**config.mk**
```make
export PLATFORM = sky130hd
export DESIGN_NAME = lcdcd_top
export DESIGN_NICKNAME = d
export VERILOG_FILES = /design/src/hdl/lcdcd_pkg.sv /design/src/hdl/lcdcd_top.sv /design/src/hdl/lcdcd_ram.sv /design/src/hdl/lcdcd_fifo.sv
export SDC_FILE = /design/constraint.sdc
export NUM_CORES = 2
export LEC_CHECK = 0
export ABC_AREA = 0
export BUFFER_PORTS_ARGS = -buffer_cell sky130_fd_sc_hd__buf_4
export CORE_MARGIN = 4
export CORE_UTILIZATION = 35
export DETAILED_ROUTE_END_ITERATION = 8
export PLACE_DENSITY = 0.59
export SLEW_MARGIN = 40
export SYNTH_ARGS = -nofsm -noshare
export SYNTH_HDL_FRONTEND = slang
export SYNTH_SLANG_ARGS = --single-unit
```
**constraint.sdc**
```tcl
create_clock -name i_mclk -period 7.98 [get_ports i_mclk]
set_input_delay 1.197 -clock i_mclk [delete_from_list [all_inputs] [get_ports i_mclk]]
set_output_delay 1.197 -clock i_mclk [all_outputs]
set_load 0.005 [all_outputs]
```
**src/hdl/lcdcd_pkg.sv**
```systemverilog
package lcdcd_pkg;

  // ------------------------------------------------------------------
  // Bus addressing and memory shape.
  // ------------------------------------------------------------------
  localparam logic [5:0] SLAVE_ADDR_HI = 6'h1e;
  localparam int         RAM_WORDS     = 160;
  localparam int         RAM_AW        = 8;
  localparam logic [7:0] COLS_PER_BANK = 8'h28;
  localparam logic [5:0] COL_LAST      = 6'h27;
  localparam int         FIFO_DEPTH    = 32;
  localparam int         ROW_CYCLES    = 256;

  // ------------------------------------------------------------------
  // Command byte layout.
  // ------------------------------------------------------------------
  localparam int         CONT_BIT      = 7;
  localparam logic [1:0] START_BANK_OP = 2'h3;

  // ------------------------------------------------------------------
  // Field encodings.
  // ------------------------------------------------------------------
  localparam logic [1:0] STAT_BLANK  = 2'h0;
  localparam logic [1:0] STAT_NORMAL = 2'h1;
  localparam logic [1:0] STAT_ALLON  = 2'h2;
  localparam logic [1:0] STAT_INV    = 2'h3;
  localparam logic [1:0] MUX_32      = 2'h0;
  localparam logic [1:0] MODE_CHAR   = 2'h0;
  localparam logic [1:0] MODE_HALF   = 2'h1;
  localparam logic [1:0] MODE_FULL   = 2'h2;

  // ------------------------------------------------------------------
  // Carriers.
  // ------------------------------------------------------------------
  typedef struct packed {
    logic [1:0] bank;
    logic [5:0] col;
    logic [7:0] data;
  } lcdcd_wr_t;

  typedef struct packed {
    logic [3:0] sub;
    logic [1:0] bank;
    logic [5:0] col;
  } lcdcd_ptr_t;

  typedef struct packed {
    logic       sys;
    logic [1:0] stat;
    logic [1:0] mux;
    logic [1:0] start;
    logic [1:0] mode;
  } lcdcd_cfg_t;

  // Power-on defaults: blank, 1:32, start bank 0, character mode.
  localparam lcdcd_cfg_t CFG_RST = '{sys: 1'b0, stat: STAT_BLANK, mux: MUX_32,
                                     start: 2'h0, mode: MODE_CHAR};
  localparam lcdcd_ptr_t PTR_RST = '{sub: 4'h0, bank: 2'h0, col: 6'h00};

endpackage

```
**src/hdl/lcdcd_top.sv**
```systemverilog
`timescale 1ns/1ps
module lcdcd_top #(
  parameter int ROW_CYCLES_P = lcdcd_pkg::ROW_CYCLES,
  parameter int FIFO_DEPTH_P = lcdcd_pkg::FIFO_DEPTH
) (
  input  wire logic             i_mclk,
  input  wire logic             i_arst_n,
  input  wire logic             i_ce,
  input  wire logic             i_scl,
  input  wire logic             i_sda,
  input  wire logic             i_address_select_pin,
  input  wire logic [3:0]       i_subaddress_pins,
  input  wire logic             i_sync,
  output logic                  o_sda_o,
  output logic                  o_sda_oe,
  output logic      [39:0]      o_column_outputs,
  output logic      [4:0]       o_row_index,
  output lcdcd_pkg::lcdcd_cfg_t o_cfg,
  output lcdcd_pkg::lcdcd_ptr_t o_ptr
);
  import lcdcd_pkg::*;

  typedef enum {ST_IDLE, ST_RX, ST_PUSH, ST_ACKW, ST_ACK, ST_RLOAD, ST_RWAIT,
                ST_TX, ST_RACK, ST_IGNORE} lcdcd_state_t;
  typedef enum {PH_ADDR, PH_CMD, PH_DATA} lcdcd_phase_t;

  // ------------------------------------------------------------------
  // Helpers.
  // ------------------------------------------------------------------
  function automatic logic [7:0] ram_addr(logic [1:0] b, logic [5:0] c);
    ram_addr = ({6'h00, b} * COLS_PER_BANK) + {2'h0, c};
  endfunction

  // Next data location after one byte in the given access mode.
  function automatic lcdcd_ptr_t ptr_step(lcdcd_ptr_t p, logic [1:0] m);
    lcdcd_ptr_t n;
    logic       col_wrap;
    n        = p;
    col_wrap = 1'b0;
    case (m)
      MODE_HALF: begin
        n.bank[0] = ~p.bank[0];
        col_wrap  = p.bank[0];
      end
      MODE_FULL: col_wrap = 1'b1;
      default: begin
        n.bank   = p.bank + 2'h1;
        col_wrap = (p.bank == 2'h3);
      end
    endcase
    if (col_wrap) begin
      if (p.col >= COL_LAST) begin
        n.col = 6'h00;
        n.sub = p.sub + 4'h1;
      end else begin
        n.col = p.col + 6'h01;
      end
    end
    return n;
  endfunction

  // ------------------------------------------------------------------
  // Reset release and pin synchronisers.
  // ------------------------------------------------------------------
  logic       rst_meta_reg;
  logic       rst_n;
  logic [7:0] meta_reg;
  logic [7:0] pin_reg;
  logic       scl_d_reg;
  logic       sda_d_reg;
  logic       sync_d_reg;

  // Reset is asserted at once and released through two flip-flops.
  always_ff @(posedge i_mclk or negedge i_arst_n) begin
    if (!i_arst_n) begin
      rst_meta_reg <= 1'b0;
      rst_n        <= 1'b0;
    end else begin
      rst_meta_reg <= 1'b1;
      rst_n        <= rst_meta_reg;
    end
  end

  // Every pin passes two flops; idle bus lines reset high.
  always_ff @(posedge i_mclk or negedge rst_n) begin
    if (!rst_n) begin
      meta_reg   <= 8'hc0;
      pin_reg    <= 8'hc0;
      scl_d_reg  <= 1'b1;
      sda_d_reg  <= 1'b1;
      sync_d_reg <= 1'b0;
    end else if (i_ce) begin
      meta_reg   <= {i_scl, i_sda, i_sync, i_address_select_pin, i_subaddress_pins};
      pin_reg    <= meta_reg;
      scl_d_reg  <= pin_reg[7];
      sda_d_reg  <= pin_reg[6];
      sync_d_reg <= pin_reg[5];
    end
  end

  logic scl;
  logic sda;
  logic scl_rise;
  logic scl_fall;
  logic bus_start;
  logic bus_stop;
  assign scl       = pin_reg[7];
  assign sda       = pin_reg[6];
  assign scl_rise  = scl && !scl_d_reg;
  assign scl_fall  = !scl && scl_d_reg;
  assign bus_start = scl && scl_d_reg && sda_d_reg && !sda;
  assign bus_stop  = scl && scl_d_reg && !sda_d_reg && sda;

  // ------------------------------------------------------------------
  // Bus protocol engine.
  // ------------------------------------------------------------------
  lcdcd_state_t state_reg;
  lcdcd_phase_t ph_reg;
  logic [2:0]   cnt_reg;
  logic [7:0]   sh_reg;
  logic         ack_reg;
  logic         rw_reg;
  logic         cont_reg;
  logic         nack_reg;
  logic         fifo_ready;
  logic [7:0]   rd_a;
  lcdcd_ptr_t   ptr_reg;
  lcdcd_cfg_t   cfg_reg;
  logic [7:0]   byte_w;
  logic         byte_done;
  logic         sub_match;
  logic         addr_match;

  assign byte_w     = {sh_reg[6:0], sda};
  assign byte_done  = (state_reg == ST_RX) && scl_rise && (cnt_reg == 3'h7);
  assign sub_match  = (ptr_reg.sub == pin_reg[3:0]);
  assign addr_match = (byte_w[7:1] == {SLAVE_ADDR_HI, pin_reg[4]});

  // Start and stop take priority over every state.
  always_ff @(posedge i_mclk or negedge rst_n) begin
    if (!rst_n) begin
      state_reg <= ST_IDLE;
      ph_reg    <= PH_ADDR;
      cnt_reg   <= 3'h0;
      sh_reg    <= 8'h00;
      ack_reg   <= 1'b0;
      rw_reg    <= 1'b0;
      cont_reg  <= 1'b0;
      nack_reg  <= 1'b0;
      o_sda_oe  <= 1'b0;
    end else if (i_ce) begin
      if (bus_start) begin
        state_reg <= ST_RX;
        ph_reg    <= PH_ADDR;
        cnt_reg   <= 3'h0;
        o_sda_oe  <= 1'b0;
      end else if (bus_stop) begin
        state_reg <= ST_IDLE;
        o_sda_oe  <= 1'b0;
      end else begin
        unique case (state_reg)
          ST_IDLE, ST_IGNORE: o_sda_oe <= 1'b0;
          ST_RX: if (scl_rise) begin
            sh_reg  <= byte_w;
            cnt_reg <= cnt_reg + 3'h1;
            if (cnt_reg == 3'h7) begin
              unique case (ph_reg)
                PH_ADDR: begin
                  ack_reg   <= 1'b1;
                  rw_reg    <= byte_w[0];
                  state_reg <= addr_match ? ST_ACKW : ST_IGNORE;
                end
                PH_CMD: begin
                  ack_reg   <= 1'b1;
                  cont_reg  <= byte_w[CONT_BIT];
                  state_reg <= ST_ACKW;
                end
                PH_DATA: begin
                  ack_reg   <= sub_match;
                  state_reg <= sub_match ? ST_PUSH : ST_ACKW;
                end
              endcase
            end
          end
          ST_PUSH: if (fifo_ready) begin
            state_reg <= ST_ACKW;
          end
          ST_ACKW: if (scl_fall) begin
            o_sda_oe  <= ack_reg;
            state_reg <= ST_ACK;
          end
          ST_ACK: if (scl_fall) begin
            o_sda_oe  <= 1'b0;
            cnt_reg   <= 3'h0;
            state_reg <= ST_RX;
            if (ph_reg == PH_ADDR) begin
              ph_reg    <= PH_CMD;
              state_reg <= rw_reg ? ST_RLOAD : ST_RX;
            end else if (ph_reg == PH_CMD && !cont_reg) begin
              ph_reg <= PH_DATA;
            end
          end
          ST_RLOAD: state_reg <= ST_RWAIT;
          ST_RWAIT: begin
            sh_reg    <= rd_a;
            cnt_reg   <= 3'h0;
            o_sda_oe  <= sub_match && !rd_a[7];
            state_reg <= ST_TX;
          end
          ST_TX: if (scl_fall) begin
            if (cnt_reg == 3'h7) begin
              o_sda_oe  <= 1'b0;
              state_reg <= ST_RACK;
            end else begin
              sh_reg   <= {sh_reg[6:0], 1'b0};
              cnt_reg  <= cnt_reg + 3'h1;
              o_sda_oe <= sub_match && !sh_reg[6];
            end
          end
          ST_RACK: begin
            if (scl_rise) begin
              nack_reg <= sda;
            end
            if (scl_fall) begin
              state_reg <= nack_reg ? ST_IGNORE : ST_RLOAD;
            end
          end
        endcase
      end
    end
  end

  logic cmd_ev;
  logic data_ev;
  logic rd_ev;
  assign cmd_ev  = byte_done && (ph_reg == PH_CMD);
  assign data_ev = byte_done && (ph_reg == PH_DATA);
  assign rd_ev   = (state_reg == ST_TX) && scl_fall && (cnt_reg == 3'h7);

  // Command decoding of mode, status, start bank and access mode.
  always_ff @(posedge i_mclk or negedge rst_n) begin
    if (!rst_n) begin
      cfg_reg <= CFG_RST;
    end else if (i_ce && cmd_ev) begin
      if (byte_w[6] && !byte_w[5]) begin
        cfg_reg.sys  <= byte_w[4];
        cfg_reg.stat <= byte_w[3:2];
        cfg_reg.mux  <= byte_w[1:0];
      end else if (byte_w[6:4] == 3'h7) begin
        if (byte_w[3:2] == START_BANK_OP) begin
          cfg_reg.start <= byte_w[1:0];
        end else begin
          cfg_reg.mode <= byte_w[3:2];
        end
      end
    end
  end

  // Data pointer and subaddress counter.
  always_ff @(posedge i_mclk or negedge rst_n) begin
    if (!rst_n) begin
      ptr_reg <= PTR_RST;
    end else if (i_ce) begin
      if (cmd_ev) begin
        if (!byte_w[6]) begin
          ptr_reg.col <= byte_w[5:0];
        end else if (byte_w[6:4] == 3'h6) begin
          ptr_reg.sub <= byte_w[3:0];
        end else if (byte_w[6:4] == 3'h7 && byte_w[3:2] != START_BANK_OP) begin
          ptr_reg.bank <= byte_w[1:0];
        end
      end else if (data_ev || rd_ev) begin
        ptr_reg <= ptr_step(ptr_reg, cfg_reg.mode);
      end
    end
  end

  // Written bytes wait here for a free memory write slot.
  lcdcd_wr_t wr_reg;
  lcdcd_wr_t drain;
  logic      drain_valid;
  logic      load_reg;

  always_ff @(posedge i_mclk or negedge rst_n) begin
    if (!rst_n) begin
      wr_reg <= '0;
    end else if (i_ce && data_ev) begin
      wr_reg <= '{bank: ptr_reg.bank, col: ptr_reg.col, data: byte_w};
    end
  end

  lcdcd_fifo #(
    .WIDTH ($bits(lcdcd_wr_t)),
    .DEPTH (FIFO_DEPTH_P)
  ) u_fifo (
    .i_clk       (i_mclk),
    .i_rst_n     (rst_n),
    .i_ce        (i_ce),
    .i_in_valid  (state_reg == ST_PUSH),
    .i_in_data   (wr_reg),
    .o_in_ready  (fifo_ready),
    .o_out_valid (drain_valid),
    .o_out_data  (drain),
    .i_out_ready (!load_reg)
  );

  // ------------------------------------------------------------------
  // Row scan.
  // ------------------------------------------------------------------
  logic [4:0]  row_reg;
  logic [15:0] tick_reg;
  logic [5:0]  lcol_reg;
  logic        cap_v_reg;
  logic [5:0]  cap_col_reg;
  logic [39:0] line_reg;
  logic [7:0]  rd_b;
  logic [4:0]  last_row;
  logic [1:0]  row_bank;
  logic        sync_rise;
  logic        row_bit;

  assign last_row  = 5'({cfg_reg.mux, 3'h7} - 5'h08);
  assign row_bank  = cfg_reg.start + row_reg[4:3];
  assign sync_rise = pin_reg[5] && !sync_d_reg;
  assign row_bit   = rd_b[row_reg[2:0]];

  // Row timing, realigned to row 0 on each sync pulse.
  always_ff @(posedge i_mclk or negedge rst_n) begin
    if (!rst_n) begin
      row_reg  <= 5'h00;
      tick_reg <= 16'h0000;
      load_reg <= 1'b0;
      lcol_reg <= 6'h00;
    end else if (i_ce) begin
      if (sync_rise) begin
        row_reg  <= 5'h00;
        tick_reg <= 16'h0000;
        load_reg <= 1'b1;
        lcol_reg <= 6'h00;
      end else if (tick_reg == 16'(ROW_CYCLES_P - 1)) begin
        row_reg  <= (row_reg >= last_row) ? 5'h00 : row_reg + 5'h01;
        tick_reg <= 16'h0000;
        load_reg <= 1'b1;
        lcol_reg <= 6'h00;
      end else begin
        tick_reg <= tick_reg + 16'h0001;
        if (load_reg) begin
          load_reg <= (lcol_reg != COL_LAST);
          lcol_reg <= lcol_reg + 6'h01;
        end
      end
    end
  end

  // Gather one row bit per column, then drive the full line out.
  always_ff @(posedge i_mclk or negedge rst_n) begin
    if (!rst_n) begin
      cap_v_reg        <= 1'b0;
      cap_col_reg      <= 6'h00;
      line_reg         <= '0;
      o_column_outputs <= '0;
      o_row_index      <= 5'h00;
    end else if (i_ce) begin
      cap_v_reg   <= load_reg;
      cap_col_reg <= lcol_reg;
      if (cap_v_reg) begin
        line_reg[cap_col_reg] <= row_bit;
        if (cap_col_reg == COL_LAST) begin
          o_row_index <= row_reg;
          case (cfg_reg.stat)
            STAT_NORMAL: o_column_outputs <= {row_bit, line_reg[38:0]};
            STAT_ALLON:  o_column_outputs <= '1;
            STAT_INV:    o_column_outputs <= ~{row_bit, line_reg[38:0]};
            default:     o_column_outputs <= '0;
          endcase
        end
      end
    end
  end

  lcdcd_ram #(
    .WORDS (RAM_WORDS),
    .AW    (RAM_AW)
  ) u_ram (
    .i_clk     (i_mclk),
    .i_ce      (i_ce),
    .i_we      (drain_valid && !load_reg),
    .i_waddr   (ram_addr(drain.bank, drain.col)),
    .i_wdata   (drain.data),
    .i_ra_addr (ram_addr(ptr_reg.bank, ptr_reg.col)),
    .o_ra_data (rd_a),
    .i_rb_addr (ram_addr(row_bank, lcol_reg)),
    .o_rb_data (rd_b)
  );

  // Status copies and the open-drain data level.
  always_ff @(posedge i_mclk or negedge rst_n) begin
    if (!rst_n) begin
      o_sda_o <= 1'b0;
      o_cfg   <= CFG_RST;
      o_ptr   <= PTR_RST;
    end else if (i_ce) begin
      o_sda_o <= 1'b0;
      o_cfg   <= cfg_reg;
      o_ptr   <= ptr_reg;
    end
  end

endmodule // lcdcd_top

```
**src/hdl/lcdcd_ram.sv**
```systemverilog
`timescale 1ns/1ps
module lcdcd_ram #(
  parameter int WORDS = 160,
  parameter int AW    = 8
) (
  input  wire logic          i_clk,
  input  wire logic          i_ce,
  input  wire logic          i_we,
  input  wire logic [AW-1:0] i_waddr,
  input  wire logic [7:0]    i_wdata,
  input  wire logic [AW-1:0] i_ra_addr,
  output logic      [7:0]    o_ra_data,
  input  wire logic [AW-1:0] i_rb_addr,
  output logic      [7:0]    o_rb_data
);

  logic [7:0] mem [WORDS];

  // One write port and two registered read ports.
  always_ff @(posedge i_clk) begin
    if (i_ce) begin
      if (i_we) begin
        mem[i_waddr] <= i_wdata;
      end
      o_ra_data <= mem[i_ra_addr];
      o_rb_data <= mem[i_rb_addr];
    end
  end

endmodule // lcdcd_ram

```
**src/hdl/lcdcd_fifo.sv**
```systemverilog
`timescale 1ns/1ps
module lcdcd_fifo #(
  parameter int WIDTH = 16,
  parameter int DEPTH = 32
) (
  input  wire logic             i_clk,
  input  wire logic             i_rst_n,
  input  wire logic             i_ce,
  input  wire logic             i_in_valid,
  input  wire logic [WIDTH-1:0] i_in_data,
  output logic                  o_in_ready,
  output logic                  o_out_valid,
  output logic      [WIDTH-1:0] o_out_data,
  input  wire logic             i_out_ready
);

  localparam int AW = $clog2(DEPTH);

  logic [WIDTH-1:0] mem [DEPTH];
  logic [AW:0]      wp_reg;
  logic [AW:0]      rp_reg;

  // Pointers carry one extra wrap bit so full and empty differ.
  assign o_in_ready  = !((wp_reg[AW] != rp_reg[AW]) && (wp_reg[AW-1:0] == rp_reg[AW-1:0]));
  assign o_out_valid = (wp_reg != rp_reg);
  assign o_out_data  = mem[rp_reg[AW-1:0]];

  // Pointer update on accepted handshakes.
  always_ff @(posedge i_clk or negedge i_rst_n) begin
    if (!i_rst_n) begin
      wp_reg <= '0;
      rp_reg <= '0;
    end else if (i_ce) begin
      if (i_in_valid && o_in_ready) begin
        wp_reg <= wp_reg + 1'b1;
      end
      if (o_out_valid && i_out_ready) begin
        rp_reg <= rp_reg + 1'b1;
      end
    end
  end

  // Storage.
  always_ff @(posedge i_clk) begin
    if (i_ce && i_in_valid && o_in_ready) begin
      mem[wp_reg[AW-1:0]] <= i_in_data;
    end
  end

endmodule // lcdcd_fifo

```
[Word level (Yosys, flattened, before mapping)]
Memories as Yosys holds them, arrays and structs flattened. A register that Yosys moved wholly into a read port is not among the register bits.
Index checks and enable logic that the tools add are counted.
Storage, ports and cells
  memory bits (writable): 1792
  memories kept: 2
  flip-flop bits (word level): 290
Operators by class
  $lt $le $gt $ge: 5
  reductions and logical operators: 79
  $mul: 3
  multiplexer cells: 81
  $add $sub $neg: 14
  bitwise logic cells: 6
  equality and inequality tests: 58
Memories
  u_ram.mem: words 160, width 8, read ports 2, clocked after memory_dff 2, write ports 1, line lcdcd_ram.sv:17  | logic [7:0] mem [WORDS];
  u_fifo.mem: words 32, width 16, read ports 1, clocked after memory_dff 0, write ports 1, line lcdcd_fifo.sv:19  | logic [WIDTH-1:0] mem [DEPTH];
Operator list (number)
  $mux W32: 16
  $pmux W32 S8: 1
  $eq A32 B3 Y1 const B: 6
  $eq A32 B2 Y1 const B: 5
  $pmux W40 S3: 1
  $eq A32 B4 Y1 const B: 3
  $logic_not A32 Y1: 3
  $pmux W32 S3: 1
  $eq A32 B1 Y1 const B: 2
  $mux W6: 7
  $bwmux W40: 1
  $not A40 Y40: 1
  $mux W16: 2
  $ne A4 B4 Y1 const B: 8
  $reduce_and A7 Y1: 4
  $logic_and A1 B1 Y1: 27
  $add A6 B1 Y6 const B: 4
  $add A8 B6 Y8: 3
  $mux W12: 2
  $mux W3: 8
  $reduce_and A6 Y1: 4
  $mux W1: 21
  $mux W7: 3
  $pmux W7 S3: 1
  49 further kinds: 112

[Logic depth before layout (Yosys ltp)]
  depth in word-level cells: 12
  depth in mapped cells: 17
  depth with buffers taken out: 11

[Modules after synthesis]
From an unflattened synthesis, not the netlist that was laid out.
Unflattened totals
  cell total of the unflattened synthesis: 5497
  area, all modules: 92994.2 µm²
By module, submodules not included
  lcdcd_ram: area an instance 61609.1 µm², cells each 3484, sequential area each 38917.3 µm², times used 1
  lcdcd_fifo: area an instance 20378.3 µm², cells each 954, sequential area each 15675.0 µm², times used 1
  lcdcd_top: area an instance 11006.8 µm², cells each 1059, sequential area each 5487.8 µm², times used 1

[Worst setup path before layout]
No wires, ideal clock.
  path kind: register to register
  from: register u_fifo.rp_reg[1]
  to: memory u_ram.mem[160][0] (netlist: u_ram.mem[80][0]) (enable)
  data arrival time: 5151 ps
  buffers on the path: 8
  path slack: 2435 ps
  cell stages (with the launch flop): 18
  period minus slack after synthesis: 5545 ps
  cell sequence: dfrtp_1 buf_6 buf_6 buf_4 buf_4 buf_2 buf_1 mux4_2 mux4_2 mux2_2 ha_1 fa_1 a21oi_1 nand2_1 mux2_2 buf_2 buf_2 nor4_1
Between the ends
  cells in the longest elaborated chain, start to end: 5
Ends and longest elaborated chain
  start, declared: line lcdcd_fifo.sv:21  | logic [AW:0] rp_reg;
  start signal, assigned: line lcdcd_fifo.sv:38  | rp_reg <= rp_reg + 1'b1;
  branches (longest 5 deep; another with $mem_v2 Z32 W16)
  end, declared: line lcdcd_ram.sv:17
Parallel ways; which one is timed is not known.

[Final worst setup path]
  from: register u_fifo.rp_reg[0]
  to: memory u_ram.mem[2][6] (netlist: u_ram.mem[1][6]) (enable)
Same word-level chain as after synthesis.

==> flow_summary.rst <==
.. list-table::
   :header-rows: 1

   * - Metric
     - Value
   * - Outcome
     - finished clean
   * - Top reg by flops
     - u_ram.mem
   * - Layout fillers
     - 23451
   * - Async S/R FF share, synth
     - 0.1133
   * - Setup TNS
     - 0 ns
   * - Clock buffers created by TritonCTS
     - 208
   * - Path type of the worst min-delay path
     - in -> async
   * - Number of levels in the clock H-tree
     - 4
   * - Registers with the most flip-flops
     - u_ram.mem: 1280 flops, u_fifo.mem: 512 flops, o_column_outputs: 40 flops
   * - Total number of placement rows
     - 188
   * - Initial antenna violation count
     - 10
   * - Portion of synthesized cell area occupied by the leading cell type
     - 0.5872
   * - Starting Density
     - 0.3519
   * - Synth Register Bits
     - 2039
   * - Fmax
     - 160.0 MHz
   * - P&R area growth vs syn
     - 15.11%
   * - Final period demand of the worst path
     - 6.252 ns
   * - Count of unique library cells instantiated by Yosys
     - 80
   * - Uppermost signal routing layer after detailed routing
     - met5
   * - First-pass detailed-route iteration total
     - 8
   * - Type of origin of the critical path
     - flip-flop
   * - Metal-1 WL
     - 113.8 mm
   * - Clock edge transition at the registers on the reported setup and hold paths
     - 0.06 ns
   * - Maximum clock skew at final layout
     - 0.05947 ns
   * - Total power
     - 0.03656 W
   * - Commonest register cell after synthesis
     - edfxtp_1
   * - Post-CTS Setup Repair Bufs
     - 0
   * - Cell Pwr Density
     - 343.5 nW/um^2
   * - Proportion of layout cells with a drive suffix above 1
     - 0.2503
   * - Capturing element type of the critical path
     - flip-flop
   * - Total vias in the final route
     - 55536
   * - Highest cell delay on the worst timing path
     - 0.91 ns
   * - Number of warnings reported in the yosys synthesis log
     - 0
   * - Total leakage power
     - 33.50 nW
   * - Fin nets
     - 5737
   * - Total Routed Length
     - 279.7 mm
   * - Post-DR vias/cell
     - 5.914
   * - Net Count, Synth
     - 5685
   * - Fin. max-slew vios
     - 0
   * - Detailed placer's ending HPWL
     - 181.4 mm
   * - Leading area contributor after synthesis
     - edfxtp_1
   * - Period Utilization, post-route
     - 0.7834
   * - Vias in the first global route
     - 55257
   * - Core box area
     - 262700 um^2
   * - Clock tree from TritonCTS
     - built
   * - Top library cells by usage in the layout, fill and taps aside
     - edfxtp_1, mux2i_1, mux4_2
   * - Amount of wire on met3 after detailed routing
     - 24.98 mm
   * - Final RePlAce weighted congestion
     - 0.9384
   * - # hold bufs at CTS
     - 0
   * - Iteration-0 DRC count of the detailed router
     - 7153
   * - Sink count of the clock tree
     - 2039
   * - Resized Gates After CTS
     - 0
   * - Synth Instances
     - 5641
   * - First-pass GRT wire length
     - 402.5 mm
   * - Detail Route Antenna Nets
     - 0
   * - Maximum number of pins on one net before global-route repair
     - 116
   * - Cell repeated most along the worst path
     - mux4_2
   * - Max-Slew Margin vs Limit
     - 0.3338
   * - Summed instance area of the synthesized netlist
     - 92460 um^2
   * - Worst slew pin tran
     - 0.9865 ns
   * - Arrival time reported for the critical path endpoint
     - 6.70 ns
   * - Largest fanout on the critical path
     - 39
   * - Global route total overflow
     - 0
   * - Area of the multi-input gates
     - 32030 um^2
   * - Longest Clk Path Bufs
     - 3
   * - Count of buffers inserted at the top-level ports
     - 77
   * - Required arrival time at the worst endpoint
     - 8.43 ns
   * - Count of unresolved DRC violations after routing
     - 0
   * - All-layer global routing usage
     - 0.2009
   * - Met2 routed wirelength
     - 129.1 mm
   * - Maxcap violations
     - 0
   * - Synth top area cells
     - edfxtp_1, mux4_2, mux2i_1
   * - Worst setup path category
     - reg -> reg
   * - Count of flip-flops with a built-in enable after synthesis
     - 1808
   * - Final setup violation count
     - 0
   * - Final Hold Fails
     - 0
   * - Die boundary width
     - 522.0 um
   * - Worst-path cell with the longest stage delay
     - dfrtp_4
   * - DR WL/cell
     - 29.79 um
   * - Clock insertion delay at the later pin of the skew report
     - 0.88 ns
   * - Most frequent standard cell in the layout excluding fill and tap cells
     - edfxtp_1
   * - Clock Root Buffer
     - clkbuf_16
   * - Total area of sequential cells
     - 60140 um^2
   * - Maximum resistive drop on vdd
     - 0.8563 mV
   * - Share of synthesized area occupied by flip-flops and latches
     - 0.6498
   * - I/O Pins
     - 79
   * - Largest register FFs
     - 1280
   * - Die footprint
     - 272500 um^2
   * - Die height
     - 522.0 um
   * - Sequence of cells on the critical path
     - buf_4, mux4_2, mux4_2, mux2_2, ha_1, fa_1, xor2_1, nor2_1, nand3_1, nor3_2
   * - Post-Syn Area per Cell
     - 16.39 um^2
   * - Setup repair after global routing missed its margin
     - no
[through the flow]
| step | hold WS (ns) | worst slack [ns] | utilization | instances | instance area (um^2) |
|---|---|---|---|---|---|
| after detailed placement | 0.3452 | 1.479 | 0.3756 | 8991 | 98690 |
| after floorplan | 0.3312 | 1.076 | - | 5641 | 92460 |
| after global placement | 0.3367 | 1.482 | 0.3717 | 8975 | 97660 |
| final | 0.09524 | 1.728 | 0.4051 | 9390 | 106400 |
| after global routing | 0.06007 | 1.514 | 0.4051 | 9388 | 106400 |
| after CTS | 0.01513 | 1.459 | 0.4030 | 9380 | 105900 |
[per-layer routing]
metal / track usage / vias up
met4: 0.07946 / 6
met1: 0.2772 / 28916
met2: 0.3136 / 3035
met5: 0 / -
li1: - / 23004
met3: 0.03872 / 575
[cells by family (layout without fill, tap and decap cells)]
kind of cell	Yosys count	after routing	share of synthesized area
AOI/OAI and AO/OA	875	875	0.06175
xor gates and xnor gates	81	81	0.007673
adders and majority gates	33	33	0.004709
buffers and inverters	453	684	0.02111
DFF	2039	2039	0.6498
muxes	1404	1404	0.2143
other	2	5	0.00008122
and+or+nand+nor	754	754	0.04061
[area by class of cell]
class                   count  area share
flip-flops and latches   2039      0.5650
multi-input cells        3149      0.3010
clock buffers             248     0.05108
well taps                3515     0.04132
repair buffers            275     0.02438
clock inverters           141     0.01648
inverters                  20   0.0007053
diodes                      3  0.00007053
[critical path: cells and delay by family (launching register included)]
kind / cells / cell delay (ns)
XOR/XNOR: 1 / 0.23
buffers and inverters: 1 / 0.47
flip-flops: 1 / 0.91
adder cells (fa/ha/maj): 2 / 0.75
AND/OR/NAND/NOR: 3 / 2.10
multiplexers: 3 / 1.36
[final timing paths]
check	endpoint	cells after the start	slack (ns)	start
worst max-delay path	u_ram.mem[1][6]$_DFFE_PP_	10	1.73	u_fifo.rp_reg[0]$_DFFE_PN0P_
worst min-delay path	rst_n$_DFF_PN0_	1	0.1	i_arst_n
worst max register to register	u_ram.mem[1][6]$_DFFE_PP_	10	1.73	u_fifo.rp_reg[0]$_DFFE_PN0P_
worst min register to register	rst_n$_DFF_PN0_	0	0.36	rst_meta_reg$_DFF_PN0_
max in group asynchronous	lcol_reg[1]$_DFFE_PN0P_	2	6.64	rst_n$_DFF_PN0_
min in group i_mclk	rst_n$_DFF_PN0_	0	0.36	rst_meta_reg$_DFF_PN0_
[cell usage after synthesis, types with 13 or more instances]
cell and n:
and2_1 18, nor4_1 74, dfrtp_1 225, o41ai_1 16, nand3_1 62, nor2b_1 29, o21ai_0 67, buf_4 13
o22ai_1 26, mux2_2 173, xor2_1 59, nand2b_1 22, edfxtp_1 1808, nand4_1 25, clkbuf_1 250, xnor2_1 22
buf_2 112, nor2_1 170, ha_1 30, nand2_1 170, a21oi_1 286, inv_1 19, a22oi_1 397, mux4_2 443
buf_1 51, mux2i_1 788, nor3_1 124, a31oi_1 14
[power by group]
| group | total (W) | switching, W | internal [W] |
|---|---|---|---|
| Clock | 0.0102 | 0.00430 | 0.00590 |
| Combinational | 0.0122 | 0.00889 | 0.00334 |
| Sequential | 0.0141 | 0.000539 | 0.0136 |
| Total | 0.0366 | 0.0137 | 0.0228 |
Note: power is estimated with default switching activity, not from simulation.
